## src/rtl/thermistor_consts.vh

```
// constants for the thermistor acquisition control block
// assumes a 100 MHz clock and an AXI4-Lite register port
`ifndef THERMISTOR_CONSTS_VH
`define THERMISTOR_CONSTS_VH

// ============================================================
// bus geometry
`define AXI_ADDR_W 8
`define AXI_DATA_W 32
`define IDX_W 6
`define REG_W 8
`define RESP_OKAY 2'h0
`define RESP_SLVERR 2'h2

// ============================================================
// register indices, byte address is four times the index
`define IDX_ACQ_CTRL 6'h0D
`define IDX_THRESH 6'h0E
`define IDX_IRQ_STATUS 6'h11
`define IDX_IRQ_MASK 6'h12
`define IDX_TEMP_VIEW 6'h13

// ============================================================
// acquisition control fields
`define ACQ_START_BIT 7
`define ACQ_DONE_BIT 5
`define ACQ_DT_MSB 1
`define ACQ_DT_LSB 0
`define ACQ_SPARE_MASK 8'h5C
`define ACQ_CTRL_RESET 8'h20
`define DT_BASE_C 8'h02

// ============================================================
// threshold register fields
`define THR_RESET 8'h78
`define THR_HOT_MSB 3
`define THR_HOT_LSB 0
`define HOT_BASE_C 8'h2A

// ============================================================
// interrupt bits
`define IRQ_W 3
`define IRQ_EOC 0
`define IRQ_DTX 1
`define IRQ_HOT 2

// ============================================================
// sequencer states
`define SEQ_IDLE 1'b0
`define SEQ_WAIT 1'b1

`endif

```

## src/rtl/temp_conv_sequencer.v

```verilog
// one-shot conversion sequencer in front of the temperature adc
// assumes the adc logic runs on clk_i and answers with a valid pulse
`timescale 1ns/100ps
`default_nettype none
`include "thermistor_consts.vh"

module temp_conv_sequencer (
	// clock and reset
	input wire clk_i,
	input wire reset_n_i,
	// control
	input wire start_i,
	output wire busy_o,
	output reg done_o,
	output reg [`REG_W-1:0] result_o,
	// adc side
	output wire conv_req_o,
	input wire conv_valid_i,
	input wire [`REG_W-1:0] conv_data_i
);

	reg state_r; // idle or waiting for the adc
	localparam [0:0] ST_IDLE = `SEQ_IDLE; // no conversion pending
	localparam [0:0] ST_WAIT = `SEQ_WAIT; // request out, awaiting a reading

	// ============================================================
	// request held until the adc answers
	assign conv_req_o = (state_r == ST_WAIT);
	assign busy_o = (state_r == ST_WAIT);

	// state, result capture and done pulse
	always @(posedge clk_i or negedge reset_n_i) begin
		if (!reset_n_i) begin
			state_r <= ST_IDLE;
			done_o <= 1'b0;
			result_o <= 8'h00;
		end else begin
			done_o <= 1'b0;
			case (state_r)
				ST_IDLE: begin
					if (start_i) begin
						state_r <= ST_WAIT;
					end
				end
				ST_WAIT: begin
					// stray valids while idle are ignored
					if (conv_valid_i) begin
						result_o <= conv_data_i;
						done_o <= 1'b1;
						state_r <= ST_IDLE;
					end
				end
				default: begin
					state_r <= ST_IDLE;
				end
			endcase
		end
	end

endmodule // temp_conv_sequencer
`default_nettype wire

```

## src/rtl/axil_reg_port.v

```verilog
// axi4-lite slave front end, one write and one read in flight
// assumes the register core decodes addresses combinationally
`timescale 1ns/100ps
`default_nettype none
`include "thermistor_consts.vh"

module axil_reg_port (
	// clock and reset
	input wire clk_i,
	input wire reset_n_i,
	// write address and data
	input wire awvalid_i,
	output wire awready_o,
	input wire [`AXI_ADDR_W-1:0] awaddr_i,
	input wire wvalid_i,
	output wire wready_o,
	input wire [`AXI_DATA_W-1:0] wdata_i,
	input wire [3:0] wstrb_i,
	// write response
	output reg bvalid_o,
	input wire bready_i,
	output reg [1:0] bresp_o,
	// read address and data
	input wire arvalid_i,
	output wire arready_o,
	input wire [`AXI_ADDR_W-1:0] araddr_i,
	output reg rvalid_o,
	input wire rready_i,
	output reg [`AXI_DATA_W-1:0] rdata_o,
	output reg [1:0] rresp_o,
	// core side
	output wire wr_en_o,
	output wire [`IDX_W-1:0] wr_idx_o,
	output wire [`REG_W-1:0] wr_data_o,
	input wire wr_err_i,
	output wire rd_en_o,
	output wire [`IDX_W-1:0] rd_idx_o,
	input wire [`REG_W-1:0] rd_data_i,
	input wire rd_err_i
);

	reg aw_held_r; // address captured
	reg w_held_r; // data captured
	reg [`IDX_W-1:0] aw_idx_r; // captured word index
	reg [`REG_W-1:0] w_data_r; // captured low byte
	reg w_lane0_r; // low byte lane enabled

	// ============================================================
	// handshakes; channels refused while a response is pending
	assign awready_o = !aw_held_r && !bvalid_o;
	assign wready_o = !w_held_r && !bvalid_o;
	assign arready_o = !rvalid_o;
	assign wr_en_o = aw_held_r && w_held_r && !bvalid_o && w_lane0_r;
	assign wr_idx_o = aw_idx_r;
	assign wr_data_o = w_data_r;
	assign rd_en_o = arvalid_i && arready_o;
	assign rd_idx_o = araddr_i[`AXI_ADDR_W-1:2];

	// write path
	always @(posedge clk_i or negedge reset_n_i) begin
		if (!reset_n_i) begin
			aw_held_r <= 1'b0;
			w_held_r <= 1'b0;
			aw_idx_r <= 6'h00;
			w_data_r <= 8'h00;
			w_lane0_r <= 1'b0;
			bvalid_o <= 1'b0;
			bresp_o <= `RESP_OKAY;
		end else begin
			if (awvalid_i && awready_o) begin
				aw_held_r <= 1'b1;
				aw_idx_r <= awaddr_i[`AXI_ADDR_W-1:2];
			end
			if (wvalid_i && wready_o) begin
				w_held_r <= 1'b1;
				w_data_r <= wdata_i[`REG_W-1:0];
				w_lane0_r <= wstrb_i[0];
			end
			if (aw_held_r && w_held_r && !bvalid_o) begin
				aw_held_r <= 1'b0;
				w_held_r <= 1'b0;
				bvalid_o <= 1'b1;
				bresp_o <= wr_err_i ? `RESP_SLVERR : `RESP_OKAY;
			end else if (bvalid_o && bready_i) begin
				bvalid_o <= 1'b0;
			end
		end
	end

	// read path, data taken in the address cycle
	always @(posedge clk_i or negedge reset_n_i) begin
		if (!reset_n_i) begin
			rvalid_o <= 1'b0;
			rdata_o <= 32'h00000000;
			rresp_o <= `RESP_OKAY;
		end else if (rd_en_o) begin
			rvalid_o <= 1'b1;
			rdata_o <= {24'h000000, rd_data_i};
			rresp_o <= rd_err_i ? `RESP_SLVERR : `RESP_OKAY;
		end else if (rvalid_o && rready_i) begin
			rvalid_o <= 1'b0;
		end
	end

endmodule // axil_reg_port
`default_nettype wire

```

## src/rtl/thermistor_acquire_control.v

```verilog
// thermistor acquisition control: start bit, done flag, thresholds,
// temperature-change and hot detection, sticky interrupts
// assumes the adc delivers 8-bit two's complement degrees C on clk_i
//
// Register access over AXI4-Lite was decided locally.
`timescale 1ns/100ps
`default_nettype none
`include "thermistor_consts.vh"

// Functional notes
// - writing one to start launches acquisition
// - start bit self-clears when acquisition completes
// - done flag read-only, zero while busy, resets one
// - two-bit change threshold selects 2 to 5 degrees
// - change interrupt when reading departs baseline enough
// - control register at 0x0D, reset 0x20
// - threshold register at 0x0E, reset 0x78
// - completion sets end-of-conversion status bit
// - interrupt when temperature reaches hot threshold
module thermistor_acquire_control (
	// clock and reset
	input wire clk_i,
	input wire reset_n_i,
	// axi4-lite write address
	input wire awvalid_i,
	output wire awready_o,
	input wire [`AXI_ADDR_W-1:0] awaddr_i,
	// axi4-lite write data
	input wire wvalid_i,
	output wire wready_o,
	input wire [`AXI_DATA_W-1:0] wdata_i,
	input wire [3:0] wstrb_i,
	// axi4-lite write response
	output wire bvalid_o,
	input wire bready_i,
	output wire [1:0] bresp_o,
	// axi4-lite read address
	input wire arvalid_i,
	output wire arready_o,
	input wire [`AXI_ADDR_W-1:0] araddr_i,
	// axi4-lite read data
	output wire rvalid_o,
	input wire rready_i,
	output wire [`AXI_DATA_W-1:0] rdata_o,
	output wire [1:0] rresp_o,
	// temperature adc
	output wire conv_req_o,
	input wire conv_valid_i,
	input wire [`REG_W-1:0] conv_data_i,
	// interrupt
	output reg irq_o
);

	// ============================================================
	// helper functions

	// magnitude of the difference of two signed readings
	// nine bits wide so the two signed extremes cannot wrap
	function [8:0] abs_diff;
		input [7:0] a;
		input [7:0] b;
		reg [8:0] d;
		begin
			d = {a[7], a} - {b[7], b};
			abs_diff = d[8] ? (9'h000 - d) : d;
		end
	endfunction

	// true when an index names a mapped register
	function is_mapped;
		input [`IDX_W-1:0] idx;
		begin
			case (idx)
				`IDX_ACQ_CTRL: is_mapped = 1'b1;
				`IDX_THRESH: is_mapped = 1'b1;
				`IDX_IRQ_STATUS: is_mapped = 1'b1;
				`IDX_IRQ_MASK: is_mapped = 1'b1;
				`IDX_TEMP_VIEW: is_mapped = 1'b1;
				default: is_mapped = 1'b0;
			endcase
		end
	endfunction

	// one-cycle write strobe for a given register index
	function write_hit;
		input en;
		input [`IDX_W-1:0] idx;
		input [`IDX_W-1:0] target;
		begin
			write_hit = en && (idx == target);
		end
	endfunction

	// ============================================================
	// reset image of the control register
	// one byte split per field, so the field resets cannot drift apart
	localparam [`REG_W-1:0] CTRL_RESET = `ACQ_CTRL_RESET;

	// ============================================================
	// declarations

	// bus core side
	wire wr_en; // one-cycle register write
	wire [`IDX_W-1:0] wr_idx; // written word index
	wire [`REG_W-1:0] wr_data; // written byte
	wire rd_en; // read taken this cycle
	wire [`IDX_W-1:0] rd_idx; // read word index
	reg [`REG_W-1:0] rd_data; // decoded read byte

	// register state
	reg start_r; // start bit, high while acquiring
	reg done_r; // conversion finished flag
	reg [`REG_W-1:0] spare_r; // unused read/write bits
	reg [1:0] dt_code_r; // change threshold code
	reg [`REG_W-1:0] thresh_r; // cold and hot thresholds
	reg [`IRQ_W-1:0] irq_stat_r; // sticky events
	reg [`IRQ_W-1:0] irq_mask_r; // event enables

	// reading history
	reg [`REG_W-1:0] baseline_r; // reference reading
	reg base_valid_r; // a baseline exists

	// sequencer link
	wire seq_busy; // conversion in progress
	wire seq_done; // one-cycle completion
	wire [`REG_W-1:0] seq_result; // latest reading
	wire start_pulse; // launch request

	// event detection
	wire [7:0] dt_limit; // change threshold in degrees
	wire [7:0] hot_limit; // hot threshold in degrees
	wire [8:0] change_mag; // |latest - baseline|
	wire dtx_hit; // change large enough
	wire hot_hit; // reading at or above hot
	wire [`IRQ_W-1:0] irq_set; // events this cycle
	wire [`IRQ_W-1:0] irq_clr; // write-one-to-clear mask
	wire wr_ctrl; // write to control register

	// register write strobes
	wire wr_thresh; // write to threshold register
	wire wr_status; // write to interrupt status
	wire wr_mask; // write to interrupt mask

	// ============================================================
	// bus front end
	// unmapped indices answer with an error; the port never stalls on them
	// is_mapped only flags the error on both paths; the read mux decodes rd_idx itself
	axil_reg_port u_port (
		.clk_i(clk_i),
		.reset_n_i(reset_n_i),
		.awvalid_i(awvalid_i),
		.awready_o(awready_o),
		.awaddr_i(awaddr_i),
		.wvalid_i(wvalid_i),
		.wready_o(wready_o),
		.wdata_i(wdata_i),
		.wstrb_i(wstrb_i),
		.bvalid_o(bvalid_o),
		.bready_i(bready_i),
		.bresp_o(bresp_o),
		.arvalid_i(arvalid_i),
		.arready_o(arready_o),
		.araddr_i(araddr_i),
		.rvalid_o(rvalid_o),
		.rready_i(rready_i),
		.rdata_o(rdata_o),
		.rresp_o(rresp_o),
		.wr_en_o(wr_en),
		.wr_idx_o(wr_idx),
		.wr_data_o(wr_data),
		.wr_err_i(!is_mapped(wr_idx)),
		.rd_en_o(rd_en),
		.rd_idx_o(rd_idx),
		.rd_data_i(rd_data),
		.rd_err_i(!is_mapped(rd_idx))
	);

	// ============================================================
	// conversion sequencer
	// the sequencer owns the adc request; start_pulse is its only launch
	// a reading that arrives while idle is dropped there, not here
	temp_conv_sequencer u_seq (
		.clk_i(clk_i),
		.reset_n_i(reset_n_i),
		.start_i(start_pulse),
		.busy_o(seq_busy),
		.done_o(seq_done),
		.result_o(seq_result),
		.conv_req_o(conv_req_o),
		.conv_valid_i(conv_valid_i),
		.conv_data_i(conv_data_i)
	);

	// ============================================================
	// start handling

	// one decode shared by every register writer
	assign wr_ctrl = write_hit(wr_en, wr_idx, `IDX_ACQ_CTRL);
	assign wr_thresh = write_hit(wr_en, wr_idx, `IDX_THRESH);
	assign wr_status = write_hit(wr_en, wr_idx, `IDX_IRQ_STATUS);
	assign wr_mask = write_hit(wr_en, wr_idx, `IDX_IRQ_MASK);
	// a write with the low byte lane off never raises wr_en:
	// it is answered on the bus but changes nothing

	// a one launches; zero, or a one while busy, does nothing
	// re-launch while busy is dropped so one result pairs one start
	assign start_pulse = wr_ctrl && wr_data[`ACQ_START_BIT]
		&& !start_r && !seq_busy;

	// control register fields
	always @(posedge clk_i or negedge reset_n_i) begin
		if (!reset_n_i) begin
			start_r <= CTRL_RESET[`ACQ_START_BIT];
			done_r <= CTRL_RESET[`ACQ_DONE_BIT];
			spare_r <= CTRL_RESET & `ACQ_SPARE_MASK;
			dt_code_r <= CTRL_RESET[`ACQ_DT_MSB:`ACQ_DT_LSB];
		end else begin
			// launch and completion never meet: done pulses only
			// while start_r is still set, which blocks start_pulse
			if (start_pulse) begin
				start_r <= 1'b1;
				done_r <= 1'b0;
			end else if (seq_done) begin
				start_r <= 1'b0;
				done_r <= 1'b1;
			end
			if (wr_ctrl) begin
				// done flag is not writable from the bus
				spare_r <= wr_data & `ACQ_SPARE_MASK;
				dt_code_r <= wr_data[`ACQ_DT_MSB:`ACQ_DT_LSB];
			end
		end
	end

	// threshold register
	always @(posedge clk_i or negedge reset_n_i) begin
		if (!reset_n_i) begin
			thresh_r <= `THR_RESET;
		end else if (wr_thresh) begin
			// cold nibble is stored only; no cold event is raised
			thresh_r <= wr_data;
		end
	end

	// ============================================================
	// event detection on each completed reading

	// both limits are whole degrees on the reading's own scale
	// code 0..3 maps to 2..5 degrees
	assign dt_limit = `DT_BASE_C + {6'h00, dt_code_r};
	// hot nibble is an offset above the lowest hot limit
	assign hot_limit = `HOT_BASE_C
		+ {4'h0, thresh_r[`THR_HOT_MSB:`THR_HOT_LSB]};
	assign change_mag = abs_diff(seq_result, baseline_r);

	// first reading only seeds the baseline
	assign dtx_hit = seq_done && base_valid_r
		&& (change_mag >= {1'b0, dt_limit});

	// negative readings never reach a positive hot limit
	assign hot_hit = seq_done && !seq_result[7]
		&& (seq_result >= hot_limit);

	// baseline moves when a change is reported, so the next
	// report needs another full step; slow drift is reported once it adds up to a full step
	always @(posedge clk_i or negedge reset_n_i) begin
		if (!reset_n_i) begin
			baseline_r <= 8'h00;
			base_valid_r <= 1'b0;
		end else if (seq_done && (!base_valid_r || dtx_hit)) begin
			baseline_r <= seq_result;
			base_valid_r <= 1'b1;
		end
	end

	// ============================================================
	// interrupt status, mask and output

	assign irq_set[`IRQ_EOC] = seq_done;
	assign irq_set[`IRQ_DTX] = dtx_hit;
	assign irq_set[`IRQ_HOT] = hot_hit;
	// clearing a bit with no event pending is harmless
	assign irq_clr = wr_status ? wr_data[`IRQ_W-1:0] : 3'h0;

	// sticky bits; a set in the clearing cycle wins
	always @(posedge clk_i or negedge reset_n_i) begin
		if (!reset_n_i) begin
			irq_stat_r <= 3'h0;
		end else begin
			irq_stat_r <= (irq_stat_r & ~irq_clr) | irq_set;
		end
	end

	// mask register, one enables the event
	always @(posedge clk_i or negedge reset_n_i) begin
		if (!reset_n_i) begin
			irq_mask_r <= 3'h0;
		end else if (wr_mask) begin
			// a masked event still sets its status bit, only irq_o ignores it
			irq_mask_r <= wr_data[`IRQ_W-1:0];
		end
	end

	// registered level, one cycle behind the status bits
	// the extra flop keeps irq_o free of decode glitches
	always @(posedge clk_i or negedge reset_n_i) begin
		if (!reset_n_i) begin
			irq_o <= 1'b0;
		end else begin
			irq_o <= |(irq_stat_r & irq_mask_r);
		end
	end

	// ============================================================
	// read decode, unmapped words read zero with an error

	always @* begin
		rd_data = 8'h00;
		case (rd_idx)
			`IDX_ACQ_CTRL: begin
				// start and done come from their own flops, not spare_r
				rd_data = spare_r;
				rd_data[`ACQ_START_BIT] = start_r;
				rd_data[`ACQ_DONE_BIT] = done_r;
				rd_data[`ACQ_DT_MSB:`ACQ_DT_LSB] = dt_code_r;
			end
			`IDX_THRESH: begin
				rd_data = thresh_r;
			end
			`IDX_IRQ_STATUS: begin
				// raw sticky bits, mask not applied
				rd_data = {5'h00, irq_stat_r};
			end
			`IDX_IRQ_MASK: begin
				rd_data = {5'h00, irq_mask_r};
			end
			`IDX_TEMP_VIEW: begin
				// latest reading, for software polling
				rd_data = seq_result;
			end
			default: begin
				rd_data = 8'h00;
			end
		endcase
	end

endmodule // thermistor_acquire_control
`default_nettype wire

```

## config.mk

```make
export PLATFORM = sky130hd
export DESIGN_NAME = thermistor_acquire_control
export DESIGN_NICKNAME = d
export VERILOG_FILES = /design/src/rtl/temp_conv_sequencer.v /design/src/rtl/axil_reg_port.v /design/src/rtl/thermistor_acquire_control.v
export VERILOG_INCLUDE_DIRS = /design/src /design/src/rtl
export SDC_FILE = /design/constraint.sdc
export NUM_CORES = 1
export LEC_CHECK = 0
export ABC_CLOCK_PERIOD_IN_PS = 4000
export BUFFER_PORTS_ARGS = -buffer_cell sky130_fd_sc_hd__buf_4
export CORE_AREA = 2 2 93 95
export DETAILED_ROUTE_END_ITERATION = 10
export DIE_AREA = 0 0 95 97
export GPL_ROUTABILITY_DRIVEN = 0
export GPL_TIMING_DRIVEN = 0
export PLACE_DENSITY = 0.79
export SLEW_MARGIN = 20
export SYNTH_ARGS = -nofsm -noshare
export SYNTH_HDL_FRONTEND = slang
export SYNTH_HIERARCHICAL = 1
export SYNTH_SLANG_ARGS = --single-unit
```

## constraint.sdc

```tcl
create_clock -name clk_i -period 4 [get_ports clk_i]
set_input_delay 0.4 -clock clk_i [delete_from_list [all_inputs] [get_ports clk_i]]
set_output_delay 0.4 -clock clk_i [all_outputs]
set_load 0.05 [all_outputs]
```

==> results.md <==
Final layout:
- The area growth from synthesis to layout is 19.3%.
- After filler insertion, the fill cell instance count of the layout stands at 661.
- Once layout is done, the placed cells without fillers occupy between 5000 and 6000 sq um.
- The fraction of final layout cells with drive strength greater than 1 is 38.2%.
- The repair_antennas step left the layout with diodes totalling 0.
- The final-stage net count is 577.

Drt:
- Dividing the detail-routed via count by the number of cells gives between 5 and 6.
- After detailed routing, the average wire length per cell comes to 15.7 um.
- The detailed router placed 3,348 vias in this run.
- The detail route stage leaves a number of antenna-violating nets equal to 0.
- The number of iterations in the first detailed-routing pass is 6.
- The DRC violation total after the first TritonRoute iteration is 296.
- The final routed DRC violation total is 0.
- The post-detailed-routing wire length is 9440 um.

Yosys:
- The synthesized netlist devotes about 5.7% of its cell area to adder and majority cells.
- The mapped netlist covers 4310 sq um.
- Of all flip-flops after synthesis, the portion carrying an async set or reset was between 90% and 100%.
- Of the total synthesized cell area, the portion taken by AND, OR, NAND and NOR gates is 13.3%.
- Synthesis produced 402 cells.
- The number of distinct library cell variants in the gate-level netlist after synthesis is 63.
- The complex-gate fraction of the synthesized area is approximately 14%.
- The count of flip-flops with a built-in enable after synthesis is 0.
- sky130_fd_sc_hd__dfrtp_1 takes more of the synthesized area than any other cell.
- Of the synthesized area, sequential elements account for 41.4%.
- Summing the areas of all xor and xnor instances in the mapped netlist gives 1.39% of the synthesized area.
- The most instantiated flip-flop cell in the synthesis netlist is sky130_fd_sc_hd__dfrtp_1.
- The commonest cells after synthesis are 66 x sky130_fd_sc_hd__dfrtp_1, 52 x sky130_fd_sc_hd__mux2_2, 34 x sky130_fd_sc_hd__buf_4.
- The count of state elements after synthesis is a little over 70.
- The proportion of synthesized area in mux cells is 14.3%.
- The combinational family with the most area after synthesis is multiplexers.
- The average cell area after synthesis is 10.7 sq um.
- The leading cell type by number of instances after synthesis is sky130_fd_sc_hd__dfrtp_1.
- The synthesized design devotes to its leading area cell type 38.3% of total area.
- The number of warning messages in the yosys log is 6.
- Yosys attributes the largest share of cell area to sky130_fd_sc_hd__dfrtp_1 38%, sky130_fd_sc_hd__mux2_2 14%, sky130_fd_sc_hd__buf_4 5.9%.

Floorplanning:
- The initial utilization of the core area, before any placement, comes to 52.9%.
- The die covers 9220 sq um.
- In this run the count of I/O pins placed on the die edge is 111.
- The number of core rows is 33.
- Measured along the y axis, the die boundary spans 97 um.
- The core region is 8130 sq um.
- The die outline width is 95 um.

Power and ir drop:
- Across the VDD grid, the largest voltage drop is 479 uV.
- The power density of the placed cells is 726 nW/um^2.
- The leakage power summed over all cells is 2.51 nW.

GRT:
- Entering global routing, the biggest net connects 72 pins.
- After global routing the overflow that remains totals 0.
- The global-route wire length before repair is 15,600 um.
- The number of antenna violations at the first check in global routing was 0.
- The number of global-route vias before repair is between 3,000 and 4,000.
- The global-route usage over all layers is 21.4%.

STA:
- The final-report hold violation count is 0.
- The post-route minimum period is between 3000 and 4000 ps.
- Setup violations remaining at the end of the flow were counted as 0.
- In the finished design, the share of the clock period the worst path needs comes to 96.4%.
- The number of slew-limit violations in the final report is 0.
- Setup slack closes at between 100 and 150 ps.
- Timing would allow up to ~260 MHz.
- Setup repair after global routing left no endpoint under its margin.
- The largest clock skew in the final design is 8.51 ps.
- In this run the tightest slew margin relative to its limit is roughly a third.
- The setup TNS is 0 ps.
- The slew at the pin with the worst max-slew slack is 988 ps.

Worst setup path:
- The launch instance of the worst register-to-register path is u_seq/result_o[0].
- The worst register-to-register path ends at baseline_r[5].
- The worst setup path category is reg -> reg.
- The maximum fanout encountered on the critical timing path is 8.
- The launching element type of the critical path is a flop.
- At the worst endpoint, the arrival time is 4070 ps.
- The kind of end point of the critical path is a flop.
- STA puts the critical path data required time at 4220 ps.
- The setup slack on the worst flop-to-flop path is about 140 ps.
- For the worst flop-to-flop path, the logic depth is 15.

Clock network:
- CTS built an H-tree with a depth of 3.
- Buffers inserted during clock tree synthesis total 9.
- The maximum clock insertion buffer count is 2.
- The register clock-pin slew on the reported worst setup and hold paths is 70 ps.
- TritonCTS built the clock tree.
- The buffer cell driving the clock tree root is sky130_fd_sc_hd__clkbuf_8.
- The post-cts hold buffer count is 0.
- At the later pin of the worst-skew pair, clock insertion delay measures 350 ps.
- The clock net in this run drives a total of 71 sinks.

Hold path:
- The type of the tightest min-delay check is in -> async.

Place:
- The placed instance area is around 5000 sq um.
- The worst setup slack before clock tree synthesis is -158 ps.
- The placed wire-length estimate is 6820 um.
- Port buffering added 47 buffers.

Status:
- The flow ran to the end, and the final reports show no timing, DRC or antenna violations.

Run:
- The reported max-cap violation count is 0.
==> registers in the layout (all words and copies together) (netlist names), 3 cells and up <==
name / count
baseline_r: 8
thresh_r: 8
u_port/rdata_o: 8
u_port/wr_data_o: 8
u_seq/result_o: 8
u_port/wr_idx_o: 6
spare_r: 4
irq_mask_r: 3
irq_stat_r: 3
==> cell usage in the layout, fill, tap and decap left out, drive strengths merged, types with 2 or more instances in the layout <==
cell	n
a21o	9
a21oi	9
a222oi	6
a22oi	6
a31oi	9
buf	95
clkbuf	12
clkinv	3
conb	26
dfrtp	66
dfstp	5
ha	18
inv	29
mux2	52
mux2i	3
nand2	15
nand2b	6
nand3	12
nand3b	5
nand4	11
nor2	21
nor2b	5
nor3b	3
nor4	2
o2111ai	8
o21a	2
o21ai	24
or2	2
or3	3
or4b	2
xnor2	2
xor2	4
==> power by group <==
part	internal (mW)	switching, mW
clock network	0.287	0.271
logic	0.872	1.12
registers	0.959	0.220
total	2.12	1.61
==> layout make-up <==
class	count	area, sq um	share of cell area, %
Tap cell	105	131	2.56
Clock buffer	10	128	2.48
Sequential cell	71	1780	34.7
Multi-Input combinational cell	283	2200	42.7
Clock inverter	6	61.3	1.19
Inverter	28	105	2.05
Timing Repair Buffer	52	390	7.60
Buffer	45	342	6.65
==> logic make-up (layout without fill, tap and decap cells) <==
group / Yosys count / in the layout
buffers and inverters: 73 / 141
adder cells (fa/ha/maj): 19 / 19
multiplexers: 55 / 55
AO/OA/AOI/OAI: 82 / 82
XOR/XNOR: 6 / 6
other: 1 / 26
flip-flops: 71 / 71
AND/OR/NAND/NOR: 95 / 95
==> worst max-delay path: stages, from the launching register on <==
cell and delay (ps):
sky130_fd_sc_hd__dfrtp_2 430, sky130_fd_sc_hd__inv_1 80, sky130_fd_sc_hd__ha_1 210, sky130_fd_sc_hd__fa_2 360
sky130_fd_sc_hd__nand2b_2 220, sky130_fd_sc_hd__a21oi_4 180, sky130_fd_sc_hd__o221a_4 230, sky130_fd_sc_hd__mux2i_1 200
sky130_fd_sc_hd__ha_1 260, sky130_fd_sc_hd__a21o_1 170, sky130_fd_sc_hd__a21o_1 190, sky130_fd_sc_hd__or3_4 350
sky130_fd_sc_hd__or4_1 480, sky130_fd_sc_hd__buf_4 190, sky130_fd_sc_hd__nand4_1 90, sky130_fd_sc_hd__nand3_1 100
==> how the worst max path moves through the flow <==
| stage | from | endpoint | slack, ps | depth (start not counted) |
|---|---|---|---|---|
| 5_1_grt | u_seq/result_o[0] | baseline_r[3] | 20 | 15 |
| 2_1_floorplan | u_seq/result_o[0] | baseline_r[0] | 370 | 15 |
| 3_5_place_dp | u_seq/result_o[0] | irq_stat_r[1] | -160 | 14 |
| 4_1_cts | u_seq/result_o[0] | baseline_r[5] | 5 | 15 |
| 3_3_place_gp | u_seq/result_o[0] | baseline_r[5] | -40 | 15 |
| 6_report | u_seq/result_o[0] | baseline_r[5] | 140 | 15 |
==> per-layer routing <==
| metal | part of all wire [%] | routed length [um] | vias to the layer above | global-route usage, % |
|---|---|---|---|---|
| li1 | - | - | 1578 | - |
| met1 | 44 | 4170 | 1623 | 28.1 |
| met2 | 48 | 4580 | 128 | 34.8 |
| met3 | 5.4 | 511 | 19 | 4.75 |
| met4 | 1.9 | 180 | 0 | 7.25 |
| met5 | 0 | 0 | - | 0 |
==> metrics by stage <==
stage	util, %	power, mW	instances	hold slack [ps]
after detailed placement	60.1	3.07	579	493
after global routing	63.2	3.97	600	202
after CTS	62.5	3.65	595	198
final	63.2	3.73	600	172
after floorplan	-	2.61	427	104
after global placement	60.1	2.97	579	481
==> timing repair <==
action	4_1_cts	5_1_grt
buffers inserted	0	5
endpoints found under the setup margin	9	9
cloned	0	0
pin swaps	1	2
gates resized for setup	3	4
Power figures use the tool's default switching activity.
